**config.mk**
```make
export PLATFORM = sky130hd
export DESIGN_NAME = msc_top
export DESIGN_NICKNAME = d
export VERILOG_FILES = /design/src/verilog/msc_pkg.sv /design/src/verilog/msc_sync.sv /design/src/verilog/msc_spi.sv /design/src/verilog/msc_top.sv
export SDC_FILE = /design/constraint.sdc
export NUM_CORES = 1
export LEC_CHECK = 0
export BUFFER_PORTS_ARGS = -buffer_cell sky130_fd_sc_hd__buf_4
export CAP_MARGIN = 5
export CELL_PAD_IN_SITES_DETAIL_PLACEMENT = 1
export CELL_PAD_IN_SITES_GLOBAL_PLACEMENT = 1
export CORE_MARGIN = 8
export CORE_UTILIZATION = 32
export CTS_BUF_LIST = sky130_fd_sc_hd__clkbuf_8
export CTS_CLUSTER_SIZE = 25
export DETAILED_ROUTE_END_ITERATION = 7
export PLACE_DENSITY_LB_ADDON = 0.15
export SYNTH_ARGS = -nofsm -noshare
export SYNTH_HDL_FRONTEND = slang
export SYNTH_SLANG_ARGS = --single-unit
```
**constraint.sdc**
```tcl
create_clock -name ref_clk -period 7.55 [get_ports ref_clk]
set_clock_uncertainty 0.1 [all_clocks]
set_input_delay 0.755 -clock ref_clk [delete_from_list [all_inputs] [get_ports ref_clk]]
set_output_delay 0.755 -clock ref_clk [all_outputs]
set_load 0.01 [all_outputs]
```
**src/verilog/msc_pkg.sv**
```systemverilog
`default_nettype none
package msc_pkg;
   // Command codes
   localparam logic [7:0] POSITION_CLEAR_CMD       = 8'hd8;
   localparam logic [7:0] DEVICE_RESET_CMD         = 8'hc0;
   localparam logic [7:0] CONTROLLED_STOP_CMD      = 8'hb0;
   localparam logic [7:0] IMMEDIATE_STOP_CMD       = 8'hb8;
   localparam logic [7:0] RAMPED_BRIDGE_OFF_CMD    = 8'ha0;
   localparam logic [7:0] IMMEDIATE_BRIDGE_OFF_CMD = 8'ha8;
   localparam logic [7:0] STATUS_READ_CMD          = 8'hd0;

   localparam int ADDR_W  = 8;
   localparam int DATA_W  = 32;
   localparam int SPEED_W = 16;
   localparam int POS_W   = 22;
   localparam int WARN_W  = 4;
   localparam int IRQ_W   = 4;

   // Register byte addresses
   localparam logic [7:0] STATUS_OFS  = 8'h00;
   localparam logic [7:0] INT_STAT_OFS = 8'h04;
   localparam logic [7:0] INT_CLR_OFS = 8'h08;
   localparam logic [7:0] INT_EN_OFS  = 8'h0c;
   localparam logic [7:0] DECEL_OFS   = 8'h10;
   localparam logic [7:0] RUN_OFS     = 8'h14;
   localparam logic [7:0] POSITION_OFS = 8'h18;

   // Status word layout and run register direction bit
   localparam int STAT_BRIDGE_OFF = 0;
   localparam int STAT_BUSY_N     = 1;
   localparam int STAT_ERROR      = 2;
   localparam int STAT_WARN_LO    = 3;
   localparam int STAT_DIR        = 7;
   localparam int RUN_DIR_BIT   = 16;

   // Interrupt event bits
   localparam int IRQ_CMD        = 0;
   localparam int IRQ_STOPPED    = 1;
   localparam int IRQ_BRIDGE_OFF = 2;
   localparam int IRQ_WARN       = 3;

   // Values after reset, plus readback state and last-bit count
   localparam logic [15:0] DECEL_RST   = 16'h0010;
   localparam logic [3:0]  INT_EN_RST  = 4'h0;
   localparam logic [1:0]  TX_READBACK = 2'h2;
   localparam logic [2:0]  BIT_LAST    = 3'h7;
endpackage
`default_nettype wire

```
**src/verilog/msc_sync.sv**
```systemverilog
`default_nettype none
module msc_sync #(
   parameter int W = 1
) (
   input  wire logic         ref_clk,
   input  wire logic         reset,
   input  wire logic         ce,
   input  wire logic [W-1:0] d,
   output logic      [W-1:0] q
);
   typedef struct packed {
      logic [W-1:0] s1;
      logic [W-1:0] s2;
   } msc_sync_state_t;

   msc_sync_state_t s_r;
   msc_sync_state_t s_nxt;

   always_comb
   begin
      s_nxt    = s_r;
      s_nxt.s1 = d;
      s_nxt.s2 = s_r.s1;
   end

   always_ff @(posedge ref_clk or posedge reset)
   begin
      if (reset)
         // Serial pins idle high; a low reset value would fake an edge
         s_r <= '1;
      else if (ce)
         s_r <= s_nxt;
   end

   assign q = s_r.s2;
endmodule
`default_nettype wire

```
**src/verilog/msc_spi.sv**
```systemverilog
`default_nettype none
// Serial byte port, clock idles high, data sampled on the rising edge
module msc_spi (
   input  wire logic       ref_clk,
   input  wire logic       reset,
   input  wire logic       ce,
   input  wire logic       sck_s,
   input  wire logic       cs_n_s,
   input  wire logic       sdi_s,
   input  wire logic       tx_load,
   input  wire logic [7:0] tx_byte,
   output logic      [7:0] rx_byte,
   output logic            rx_valid,
   output logic            sdo,
   output logic            sdo_en_n
);
   typedef struct packed {
      logic       sck_d;
      logic [2:0] cnt;
      logic [7:0] shin;
      logic [7:0] shout;
      logic [7:0] rx_byte;
      logic       rx_valid;
      logic       sdo_en_n;
   } msc_spi_state_t;

   msc_spi_state_t s_r;
   msc_spi_state_t s_nxt;

   always_comb
   begin
      s_nxt          = s_r;
      s_nxt.rx_valid = 1'b0;
      s_nxt.sck_d    = sck_s;
      s_nxt.sdo_en_n = cs_n_s;
      if (cs_n_s)
      begin
         s_nxt.cnt   = '0;
         s_nxt.shout = '0;
      end
      else if (sck_s && !s_r.sck_d)
      begin
         s_nxt.shin = {s_r.shin[6:0], sdi_s};
         s_nxt.cnt  = s_r.cnt + 3'h1;
         if (s_r.cnt == msc_pkg::BIT_LAST)
         begin
            s_nxt.rx_byte  = {s_r.shin[6:0], sdi_s};
            s_nxt.rx_valid = 1'b1;
         end
      end
      else if (!sck_s && s_r.sck_d && s_r.cnt != 3'h0)
         s_nxt.shout = {s_r.shout[6:0], 1'b0};
      if (tx_load && !cs_n_s)
         s_nxt.shout = tx_byte;
   end

   always_ff @(posedge ref_clk or posedge reset)
   begin
      if (reset)
         s_r <= '{sck_d: 1'b1, sdo_en_n: 1'b1, default: '0};
      else if (ce)
         s_r <= s_nxt;
   end

   assign rx_byte  = s_r.rx_byte;
   assign rx_valid = s_r.rx_valid;
   assign sdo      = s_r.shout[7];
   assign sdo_en_n = s_r.sdo_en_n;
endmodule
`default_nettype wire

```
**src/verilog/msc_top.sv**
```systemverilog
// Strobed register access and the register offsets were decided locally.
`default_nettype none
// Contract
// Position clear command zeroes position counter
// Device reset returns logic to power-up
// Device reset acts only with bridges off
// Controlled stop ramps speed down, then stops
// Controlled stop with bridges off: enable, no move
// Immediate stop halts stepping at once
// Immediate stop with bridges off: enable, no move
// Stops and bridge-offs always accepted; busy low
// Ramped bridge off: ramp, disable, set flag
// Ramped bridge off when stopped: disable directly
// Immediate bridge off: disable now, set flag
// Immediate bridge off when stopped: disable bridges
// Status read returns two status bytes
// Status read clears warning flags
// Status read leaves any error state
// Status read keeps bridge-off flag unchanged
// Bridges stay disabled after power-up
// Bytes MSB first; unknown codes ignored
module msc_top (
   input  wire logic        ref_clk,
   input  wire logic        reset,
   input  wire logic        ce,
   input  wire logic        spi_sck,
   input  wire logic        spi_cs_n,
   input  wire logic        spi_sdi,
   output logic             spi_sdo,
   output logic             spi_sdo_en_n,
   input  wire logic [3:0]  warn_in,
   input  wire logic        fault_in,
   input  wire logic [7:0]  addr,
   input  wire logic [31:0] wr_data,
   input  wire logic        wr_en,
   input  wire logic        rd_en,
   output logic      [31:0] rd_data,
   output logic             irq,
   output logic             bridge_off,
   output logic             busy_n,
   output logic             step,
   output logic             dir
);
   typedef enum logic [1:0] {
      MOT_IDLE,
      MOT_RUN,
      MOT_RAMP
   } msc_mot_t;

   typedef struct packed {
      msc_mot_t    mot;
      logic        off_after;
      logic [15:0] speed;
      logic [15:0] acc;
      logic        dir;
      logic [21:0] pos;
      logic        bridge_off;
      logic        busy_n;
      logic        step;
      logic [3:0]  warn;
      logic        error;
      logic [15:0] decel;
      logic [3:0]  int_stat;
      logic [3:0]  int_en;
      logic        irq;
      logic [31:0] rd_data;
      logic [1:0]  tx_pend;
      logic        tx_load;
      logic [7:0]  tx_byte;
      logic [7:0]  tx_lo;
   } msc_main_t;

   function automatic msc_main_t power_up();
      msc_main_t p;
      p            = '0;
      p.mot        = MOT_IDLE;
      p.bridge_off = 1'b1;
      p.busy_n     = 1'b1;
      p.decel      = msc_pkg::DECEL_RST;
      p.int_en     = msc_pkg::INT_EN_RST;
      return p;
   endfunction

   localparam msc_main_t MAIN_RST = power_up();

   msc_main_t   s_r;
   msc_main_t   s_nxt;
   logic [2:0]  pins_s;
   logic [7:0]  rx_byte;
   logic        rx_valid;
   logic [15:0] status_w;

   msc_sync #(
      .W (3)
   ) u_sync (
      .ref_clk (ref_clk),
      .reset   (reset),
      .ce      (ce),
      .d       ({spi_sck, spi_cs_n, spi_sdi}),
      .q       (pins_s)
   );

   msc_spi u_spi (
      .ref_clk  (ref_clk),
      .reset    (reset),
      .ce       (ce),
      .sck_s    (pins_s[2]),
      .cs_n_s   (pins_s[1]),
      .sdi_s    (pins_s[0]),
      .tx_load  (s_r.tx_load),
      .tx_byte  (s_r.tx_byte),
      .rx_byte  (rx_byte),
      .rx_valid (rx_valid),
      .sdo      (spi_sdo),
      .sdo_en_n (spi_sdo_en_n)
   );

   always_comb
   begin
      status_w = '0;
      status_w[msc_pkg::STAT_BRIDGE_OFF] = s_r.bridge_off;
      status_w[msc_pkg::STAT_BUSY_N] = s_r.busy_n;
      status_w[msc_pkg::STAT_ERROR] = s_r.error;
      status_w[msc_pkg::STAT_WARN_LO +: msc_pkg::WARN_W] = s_r.warn;
      status_w[msc_pkg::STAT_DIR] = s_r.dir;
   end

   always_comb
   begin
      logic        is_cmd;
      logic        warn_clr;
      logic        reset_req;
      logic [3:0]  ev;
      logic [16:0] sum;
      is_cmd    = rx_valid && (s_r.tx_pend == 2'h0);
      warn_clr  = 1'b0;
      reset_req = 1'b0;
      ev        = '0;
      sum       = '0;
      s_nxt         = s_r;
      s_nxt.step    = 1'b0;
      s_nxt.tx_load = 1'b0;
      s_nxt.rd_data = '0;

      // Step generation and deceleration ramp
      if (s_r.mot != MOT_IDLE)
      begin
         sum       = {1'b0, s_r.acc} + {1'b0, s_r.speed};
         s_nxt.acc = sum[15:0];
         if (sum[16])
         begin
            s_nxt.step = 1'b1;
            if (s_r.dir)
               s_nxt.pos = s_r.pos + 22'h1;
            else
               s_nxt.pos = s_r.pos - 22'h1;
         end
      end
      case (s_r.mot)
         MOT_IDLE:
            s_nxt.speed = '0;
         MOT_RUN:
            s_nxt.speed = s_r.speed;
         MOT_RAMP:
         begin
            if (s_r.speed <= s_r.decel)
            begin
               s_nxt.speed = '0;
               s_nxt.mot   = MOT_IDLE;
               if (s_r.off_after)
                  s_nxt.bridge_off = 1'b1;
            end
            else
               s_nxt.speed = s_r.speed - s_r.decel;
         end
         default:
            s_nxt.mot = MOT_IDLE;
      endcase

      // A fault while no error is flagged forces the error state and drops the bridges
      if (fault_in && !s_r.error)
      begin
         s_nxt.error      = 1'b1;
         s_nxt.bridge_off = 1'b1;
         s_nxt.mot        = MOT_IDLE;
         s_nxt.speed      = '0;
      end

      // Register writes
      if (wr_en)
      begin
         case (addr)
            msc_pkg::INT_CLR_OFS:
               s_nxt.int_stat = s_r.int_stat & ~wr_data[3:0];
            msc_pkg::INT_EN_OFS:
               s_nxt.int_en = wr_data[3:0];
            msc_pkg::DECEL_OFS:
               s_nxt.decel = wr_data[15:0];
            msc_pkg::RUN_OFS:
            begin
               if (!s_r.bridge_off && !s_r.error && s_r.mot == MOT_IDLE && wr_data[15:0] != 16'h0)
               begin
                  s_nxt.speed = wr_data[15:0];
                  s_nxt.dir   = wr_data[msc_pkg::RUN_DIR_BIT];
                  s_nxt.acc   = '0;
                  s_nxt.mot   = MOT_RUN;
               end
            end
            default:
               s_nxt.int_en = s_r.int_en;
         endcase
      end

      // Readback bytes after a status read carry no command
      if (rx_valid && s_r.tx_pend == msc_pkg::TX_READBACK)
      begin
         s_nxt.tx_byte = s_r.tx_lo;
         s_nxt.tx_load = 1'b1;
         s_nxt.tx_pend = 2'h1;
      end
      else if (rx_valid && s_r.tx_pend == 2'h1)
      begin
         s_nxt.tx_byte = '0;
         s_nxt.tx_load = 1'b1;
         s_nxt.tx_pend = 2'h0;
      end

      // Command decode; takes effect at once in any motion state
      if (is_cmd)
      begin
         ev[msc_pkg::IRQ_CMD] = 1'b1;
         case (rx_byte)
            msc_pkg::POSITION_CLEAR_CMD:
               s_nxt.pos = '0;
            msc_pkg::DEVICE_RESET_CMD:
            begin
               if (s_r.bridge_off)
                  reset_req = 1'b1;
            end
            msc_pkg::CONTROLLED_STOP_CMD:
            begin
               if (s_r.bridge_off)
               begin
                  s_nxt.bridge_off = 1'b0;
                  s_nxt.mot        = MOT_IDLE;
                  s_nxt.speed      = '0;
               end
               else if (s_r.mot != MOT_IDLE)
               begin
                  s_nxt.mot       = MOT_RAMP;
                  s_nxt.off_after = 1'b0;
               end
            end
            msc_pkg::IMMEDIATE_STOP_CMD:
            begin
               if (s_r.bridge_off)
                  s_nxt.bridge_off = 1'b0;
               s_nxt.mot   = MOT_IDLE;
               s_nxt.speed = '0;
               s_nxt.step  = 1'b0;
            end
            msc_pkg::RAMPED_BRIDGE_OFF_CMD:
            begin
               if (s_r.mot == MOT_IDLE)
                  s_nxt.bridge_off = 1'b1;
               else
               begin
                  s_nxt.mot       = MOT_RAMP;
                  s_nxt.off_after = 1'b1;
               end
            end
            msc_pkg::IMMEDIATE_BRIDGE_OFF_CMD:
            begin
               s_nxt.mot        = MOT_IDLE;
               s_nxt.speed      = '0;
               s_nxt.step       = 1'b0;
               s_nxt.bridge_off = 1'b1;
            end
            msc_pkg::STATUS_READ_CMD:
            begin
               s_nxt.tx_byte = status_w[15:8];
               s_nxt.tx_lo   = status_w[7:0];
               s_nxt.tx_load = 1'b1;
               s_nxt.tx_pend = msc_pkg::TX_READBACK;
               warn_clr      = 1'b1;
               s_nxt.error   = 1'b0;
               // Bridge-off flag left as it stands
            end
            default:
               ev[msc_pkg::IRQ_CMD] = 1'b0;
         endcase
      end

      // Warnings are sticky; a new warning wins over the clear
      s_nxt.warn = (warn_clr ? 4'h0 : s_r.warn) | warn_in;

      s_nxt.busy_n = (s_nxt.mot == MOT_IDLE);

      ev[msc_pkg::IRQ_STOPPED]    = (s_r.mot != MOT_IDLE) && (s_nxt.mot == MOT_IDLE);
      ev[msc_pkg::IRQ_BRIDGE_OFF] = !s_r.bridge_off && s_nxt.bridge_off;
      ev[msc_pkg::IRQ_WARN]       = (|warn_in) || (fault_in && !s_r.error);
      s_nxt.int_stat = s_nxt.int_stat | ev;

      // Register reads, data stand in the following cycle
      if (rd_en)
      begin
         case (addr)
            msc_pkg::STATUS_OFS:
               s_nxt.rd_data = {16'h0, status_w};
            msc_pkg::INT_STAT_OFS:
               s_nxt.rd_data = {28'h0, s_r.int_stat};
            msc_pkg::INT_EN_OFS:
               s_nxt.rd_data = {28'h0, s_r.int_en};
            msc_pkg::DECEL_OFS:
               s_nxt.rd_data = {16'h0, s_r.decel};
            msc_pkg::RUN_OFS:
               s_nxt.rd_data = {15'h0, s_r.dir, s_r.speed};
            msc_pkg::POSITION_OFS:
               s_nxt.rd_data = {10'h0, s_r.pos};
            default:
               s_nxt.rd_data = '0;
         endcase
      end

      if (reset_req)
         s_nxt = MAIN_RST;

      s_nxt.irq = |(s_nxt.int_stat & s_nxt.int_en);
   end

   always_ff @(posedge ref_clk or posedge reset)
   begin
      if (reset)
         s_r <= MAIN_RST;
      else if (ce)
         s_r <= s_nxt;
   end

   assign rd_data    = s_r.rd_data;
   assign irq        = s_r.irq;
   assign bridge_off = s_r.bridge_off;
   assign busy_n     = s_r.busy_n;
   assign step       = s_r.step;
   assign dir        = s_r.dir;
endmodule
`default_nettype wire

```
* Word-level counts from Yosys, hierarchy flattened
Index checks and enable logic that the tools add are counted.
** Word-level totals
- Register bits :: 178
- Latch bits :: 0
- RAM bits :: 0
- Memory bits (read-only) :: 0
- Memories :: 0
** Cells by class
- $add $sub $neg :: 5
- Multipliers :: 0
- Div/mod/pow operators :: 0
- $lt $le $gt $ge :: 1
- Eq/ne operators :: 22
- Shifts and indexed selects :: 0
- Multiplexer cells :: 69
- Bitwise operators :: 6
- Reduce and logical (&&, ||, !) cells :: 49
** Operator list (number)
- $mux 142 :: 1
- $pmux 22 s6 :: 1
- $mux 22 :: 5
- $mux 33 :: 3
- $mux 16 :: 5
- $pmux 16 s2 :: 2
- $mux 19 :: 3
- $eq 8x8->1 const B :: 7
- $mux 11 :: 3
- $mux 8 :: 4
- $eq 8x5->1 const B :: 3
- $mux 1 :: 24
- $mux 24 :: 1
- $mux 23 :: 1
- $add 22x1->22 const B :: 1
- $sub 22x1->22 const B :: 1
- $add 16x16->17 :: 1
- $eq 8x4->1 const B :: 2
- $le 16x16->1 :: 1
- $reduce_bool 16->1 :: 1
- $reduce_bool 2->1 :: 8
- $sub 16x16->16 :: 1
- $logic_and 1x1->1 :: 13
- $mux 2 :: 6
- other kinds (28) :: 54

* Logic depth before layout (Yosys ltp)
- Depth in word-level cells :: 17
- Mapped depth :: 12
- Gate-level depth less buffers :: 12

* By module
A second synthesis with hierarchy kept.
** Unflattened totals
- Cell total of the unflattened synthesis :: 1070
- Area total of the unflattened synthesis :: 10505.1 um^2
** Modules (own cells, without submodules)
- msc_top :: instances 1, cells an instance 932, area each 8730.9 um^2, sequential area each 3306.9 um^2
- msc_spi :: instances 1, cells an instance 124, area each 1511.4 um^2, sequential area each 728.2 um^2
- msc_sync :: instances 1, cells an instance 14, area each 262.8 um^2, sequential area each 157.7 um^2

* Worst setup path after synthesis
No wires, ideal clock.
- Kind :: register to register
- From :: register s_r, in the netlist dir
- To :: register s_r[105] (netlist name)
- Setup time :: 0.090 ns
- Arrival time :: 3.074 ns
- Data required time :: 7.360 ns
- Setup slack :: 4.286 ns
- Stages on the path, launching flop included :: 11
- Clock period less this slack :: 3.264 ns
- Cells stage by stage :: dfrtp_1 > inv_1 > ha_1 > or4_1 > o21ai_2 > nand3b_1 > o21bai_1 > a311o_1 > a21o_1 > a2111o_1 > o221ai_1
** On the way
- Word-level cells in the longest chain between the ends :: 6
** Ends and longest elaborated chain
- start: declaration :: RTL line msc_top.sv:86 : msc_main_t s_r;
- start signal: assignment :: RTL line msc_top.sv:336 : s_r <= s_nxt;
- $mux 22 * :: RTL line msc_top.sv:153 : if (s_r.dir)
- $mux 22 * :: RTL line msc_top.sv:150 : if (sum[16])
- $mux 22 * :: RTL line msc_top.sv:146 : if (s_r.mot != MOT_IDLE)
- $mux 22 :: RTL line msc_top.sv:232 : case (rx_byte)
- $mux 23 * :: RTL line msc_top.sv:229 : if (is_cmd)
- $mux 142 * :: RTL line msc_top.sv:325 : if (reset_req)
Every way passes the cells marked *; elsewhere a longest branch is shown, timed or not.
A chain may end at the register's enable or synchronous reset.

* Final worst setup path
Same ends and word-level chain as after synthesis.

==> qor.json <==
{
  "status": {
    "run_status": "completed"
  },
  "global_route": {
    "grt_overflow": 0,
    "grtUsageMet1_pct": 22.66,
    "grt.total_usage_pct": 16.58,
    "first_global_vias": 8522,
    "largest_net_degree_at_the_start_of_global_routing": 99,
    "gr_busiest_metal": "met2",
    "grt_antenna_before_repair": 1,
    "grt_first_pass_wirelength_um": 49810,
    "grt_util_met3_pct": 2.898,
    "groute.layer.met2.usage_pct": 26.67
  },
  "worst_setup_path": {
    "worst_ep_required_time_ps": 7860,
    "rr_endpoint": "s_r[105]",
    "rr_worst_depth": 10,
    "critical_path_arrival_ps": 4060,
    "timing_worst_setup_path_type": "flop to flop",
    "r2r_slack_ps": 3800,
    "critPathCaptureType": "flop",
    "worstSetupStartpointType": "flop",
    "crit-reg2reg-launch": "dir",
    "critical_path.max_fanout": 22
  },
  "min_path": {
    "hold_path.class": "primary input to asynchronous set/reset pin"
  },
  "synthesis": {
    "synthTopCellsByCount": "156 x dfrtp_1, 118 x nand2_1, 82 x o21ai_0",
    "post-synth-top-area-cell": "dfrtp_1",
    "sequential_element_share_of_the_synthesized_area_pct": 41.40,
    "yosys_reg_bits": 167,
    "synth_enable_flop_cells": 0,
    "synth.top_cells.by_area": "dfrtp_1 39%, ha_1 6.8%, nand2_1 4.4%, a22o_1 4.1%, o21ai_0 4.1%",
    "netlist_area_um2": 10130,
    "synth_top_area_share_pct": 38.55,
    "syn-instance-count": 1042,
    "synth_ff_type": "dfrtp_1",
    "ys_async_sr_fraction_pct": 100.0,
    "post_synth.cell_area_avg_um2": 9.719,
    "ys_warn_count": 0,
    "distinct_cell_type_count_after_synthesis": 80,
    "synth_most_common_cell": "dfrtp_1"
  },
  "floorplan": {
    "core_region_area_um2": 31390,
    "dieArea_um2": 37600,
    "die-width_um": 193.9,
    "io_pins": 92,
    "floorplan.rows": 65,
    "vertical_die_dimension_um": 193.9,
    "start_util_pct": 32.26
  },
  "detailed_routing": {
    "detailedRoute.firstPassIterationCount": 4,
    "postRouteAntennaNets": 0,
    "vias": 7986,
    "vias_per_cell": 5.378,
    "routed_wl_um": 30570,
    "first_iter_violations": 432,
    "drcViolationCount": 0,
    "wire_per_inst_um": 20.59
  },
  "flow_run": {
    "max-cap-violations": 0
  },
  "pwr": {
    "pwr_density_cell_nw_per_um2": 163.5,
    "power.leakage_nw": 5.137,
    "ir_drop_worst_case_vdd_uv": 106.7,
    "power.total_mw": 1.828
  },
  "timing": {
    "drv_slew": 0,
    "unrepaired_setup_endpoints_after_global_routing": "no",
    "final.setup.tns_ps": 0,
    "report.final.setup_viol": 0,
    "slew_headroom_pct": 32.11,
    "post-route-period-util_pct": 49.62,
    "tightest_pin_transition_ps": 1012,
    "hold_violation_total_from_the_final_report": 0,
    "maxClockFrequency_ghz": 0.2669,
    "post-route-min-period_ps": 3746
  },
  "clocking": {
    "cts-resized-gates": 0,
    "clk_root_buffer_cell": "clkbuf_8",
    "tritoncts_num_sinks": 167,
    "clock_tree_from_tritoncts": "built",
    "clk_pin_slew_worst_paths_ps": 110,
    "ctsHtreeMaxLevel": 4,
    "cts_setup_buffers": 0,
    "clock_latency_on_the_worst_skew_pair_ps": 490,
    "worst_case_clock_buffer_depth": 2,
    "cts-hold-fix-buffers": 0,
    "tritoncts_buffer_count": 17
  },
  "final_layout": {
    "drive_above_1_share_pct": 15.79,
    "final-seq-area_um2": 4193,
    "area_used_by_multi_input_combinational_logic_um2": 5395,
    "diodes": 0,
    "filler_cell_count": 3607,
    "final_core_utilization_pct": 35.61,
    "layout.nets": 1181,
    "area_growth_from_synthesis_to_layout_pct": 10.39
  },
  "placed_design": {
    "port-buffer-count": 66,
    "gp_congestion": 0.8201,
    "place_hpwl_um": 22770
  }
}
==> sequential cells by signal, indices dropped and copies added (netlist names), 3 cells and up, named ones only <==
name           cells
s_r              104
u_sync.q           3
u_spi.rx_byte      8
u_spi.s_r         18
rd_data           22
u_sync.s_nxt       3
==> how the worst max path moves through the flow <==
stage | depth (start not counted) | slack [ps] | start | endpoint
floorplan | 1 | 2190 | reset | asynchronous set/reset pin
global placement | 7 | 3550 | ce | rd_data[20]
detailed placement | 8 | 3530 | addr[1] | s_r[120]
CTS | 10 | 3790 | dir | s_r[105]
global route | 9 | 3610 | dir | s_r[104]
finish | 10 | 3800 | dir | s_r[105]
==> worst max-delay path, cell delays in order, from the launching register on <==
cell and delay (ps):
dfrtp_1 390, inv_1 700, ha_1 410, or4_1 530
o21ai_2 130, nand3b_1 170, o21bai_1 100, a311o_1 420
a21o_1 200, a2111o_1 410, o221ai_1 70
==> where the power goes <==
part | internal, mW | switching [mW] | leakage [nW] | total, mW
Clock | 0.282 | 0.372 | 0.196 | 0.655
Combinational | 0.0810 | 0.107 | 2.70 | 0.188
Sequential | 0.941 | 0.0441 | 2.24 | 0.985
Total | 1.30 | 0.523 | 5.14 | 1.83
==> layer usage <==
metal | vias up | share of wire, %
li1 | 3874 | -
met1 | 3980 | 49
met2 | 105 | 46
met3 | 25 | 3.3
met4 | 2 | 1.3
met5 | - | 0.043
==> cell usage in the layout (no fill, tap or decap), types with 24 or more instances in the layout <==
cell type / instances
nand2_1: 118
dfrtp_1: 156
o21ai_0: 82
o2bb2ai_1: 24
buf_4: 72
a21oi_1: 40
ha_1: 55
inv_1: 41
mux2_2: 35
nor2_1: 46
a22o_1: 47
==> cell families (layout without fill, tap and decap cells) <==
logic type | after synthesis | after routing | share of synthesized area [%]
muxes | 50 | 50 | 5.374
xor gates and xnor gates | 38 | 38 | 3.286
DFF | 167 | 167 | 41.40
buffers and inverters | 115 | 147 | 5.708
other | 1 | 10 | 0.03703
adders and majority gates | 58 | 58 | 7.388
and+or+nand+nor | 274 | 274 | 13.17
AOI/OAI and AO/OA | 339 | 339 | 23.63
==> cell type report <==
cell class	count	area share, %
Multi-Input combinational cell	769	48.26
Sequential cell	167	37.50
Timing Repair Buffer	72	4.835
Tap cell	402	4.499
Clock buffer	19	2.339
Inverter	43	1.500
Clock inverter	13	1.063
==> through the flow <==
| stage | std cells | cell area, um2 | hold slack (ps) | setup slack (ps) |
|---|---|---|---|---|
| 3_3_place_gp | 1453 | 10800 | 359.0 | 3552 |
| 5_1_grt | 1485 | 11180 | 365.1 | 3606 |
| 3_5_place_dp | 1453 | 10800 | 365.8 | 3535 |
| 2_1_floorplan | 1051 | 10160 | 347.8 | 2195 |
| 4_1_cts | 1485 | 11180 | 358.8 | 3795 |
| 6_report | 1485 | 11180 | 357.8 | 3804 |
Power figures use the tool's default switching activity.
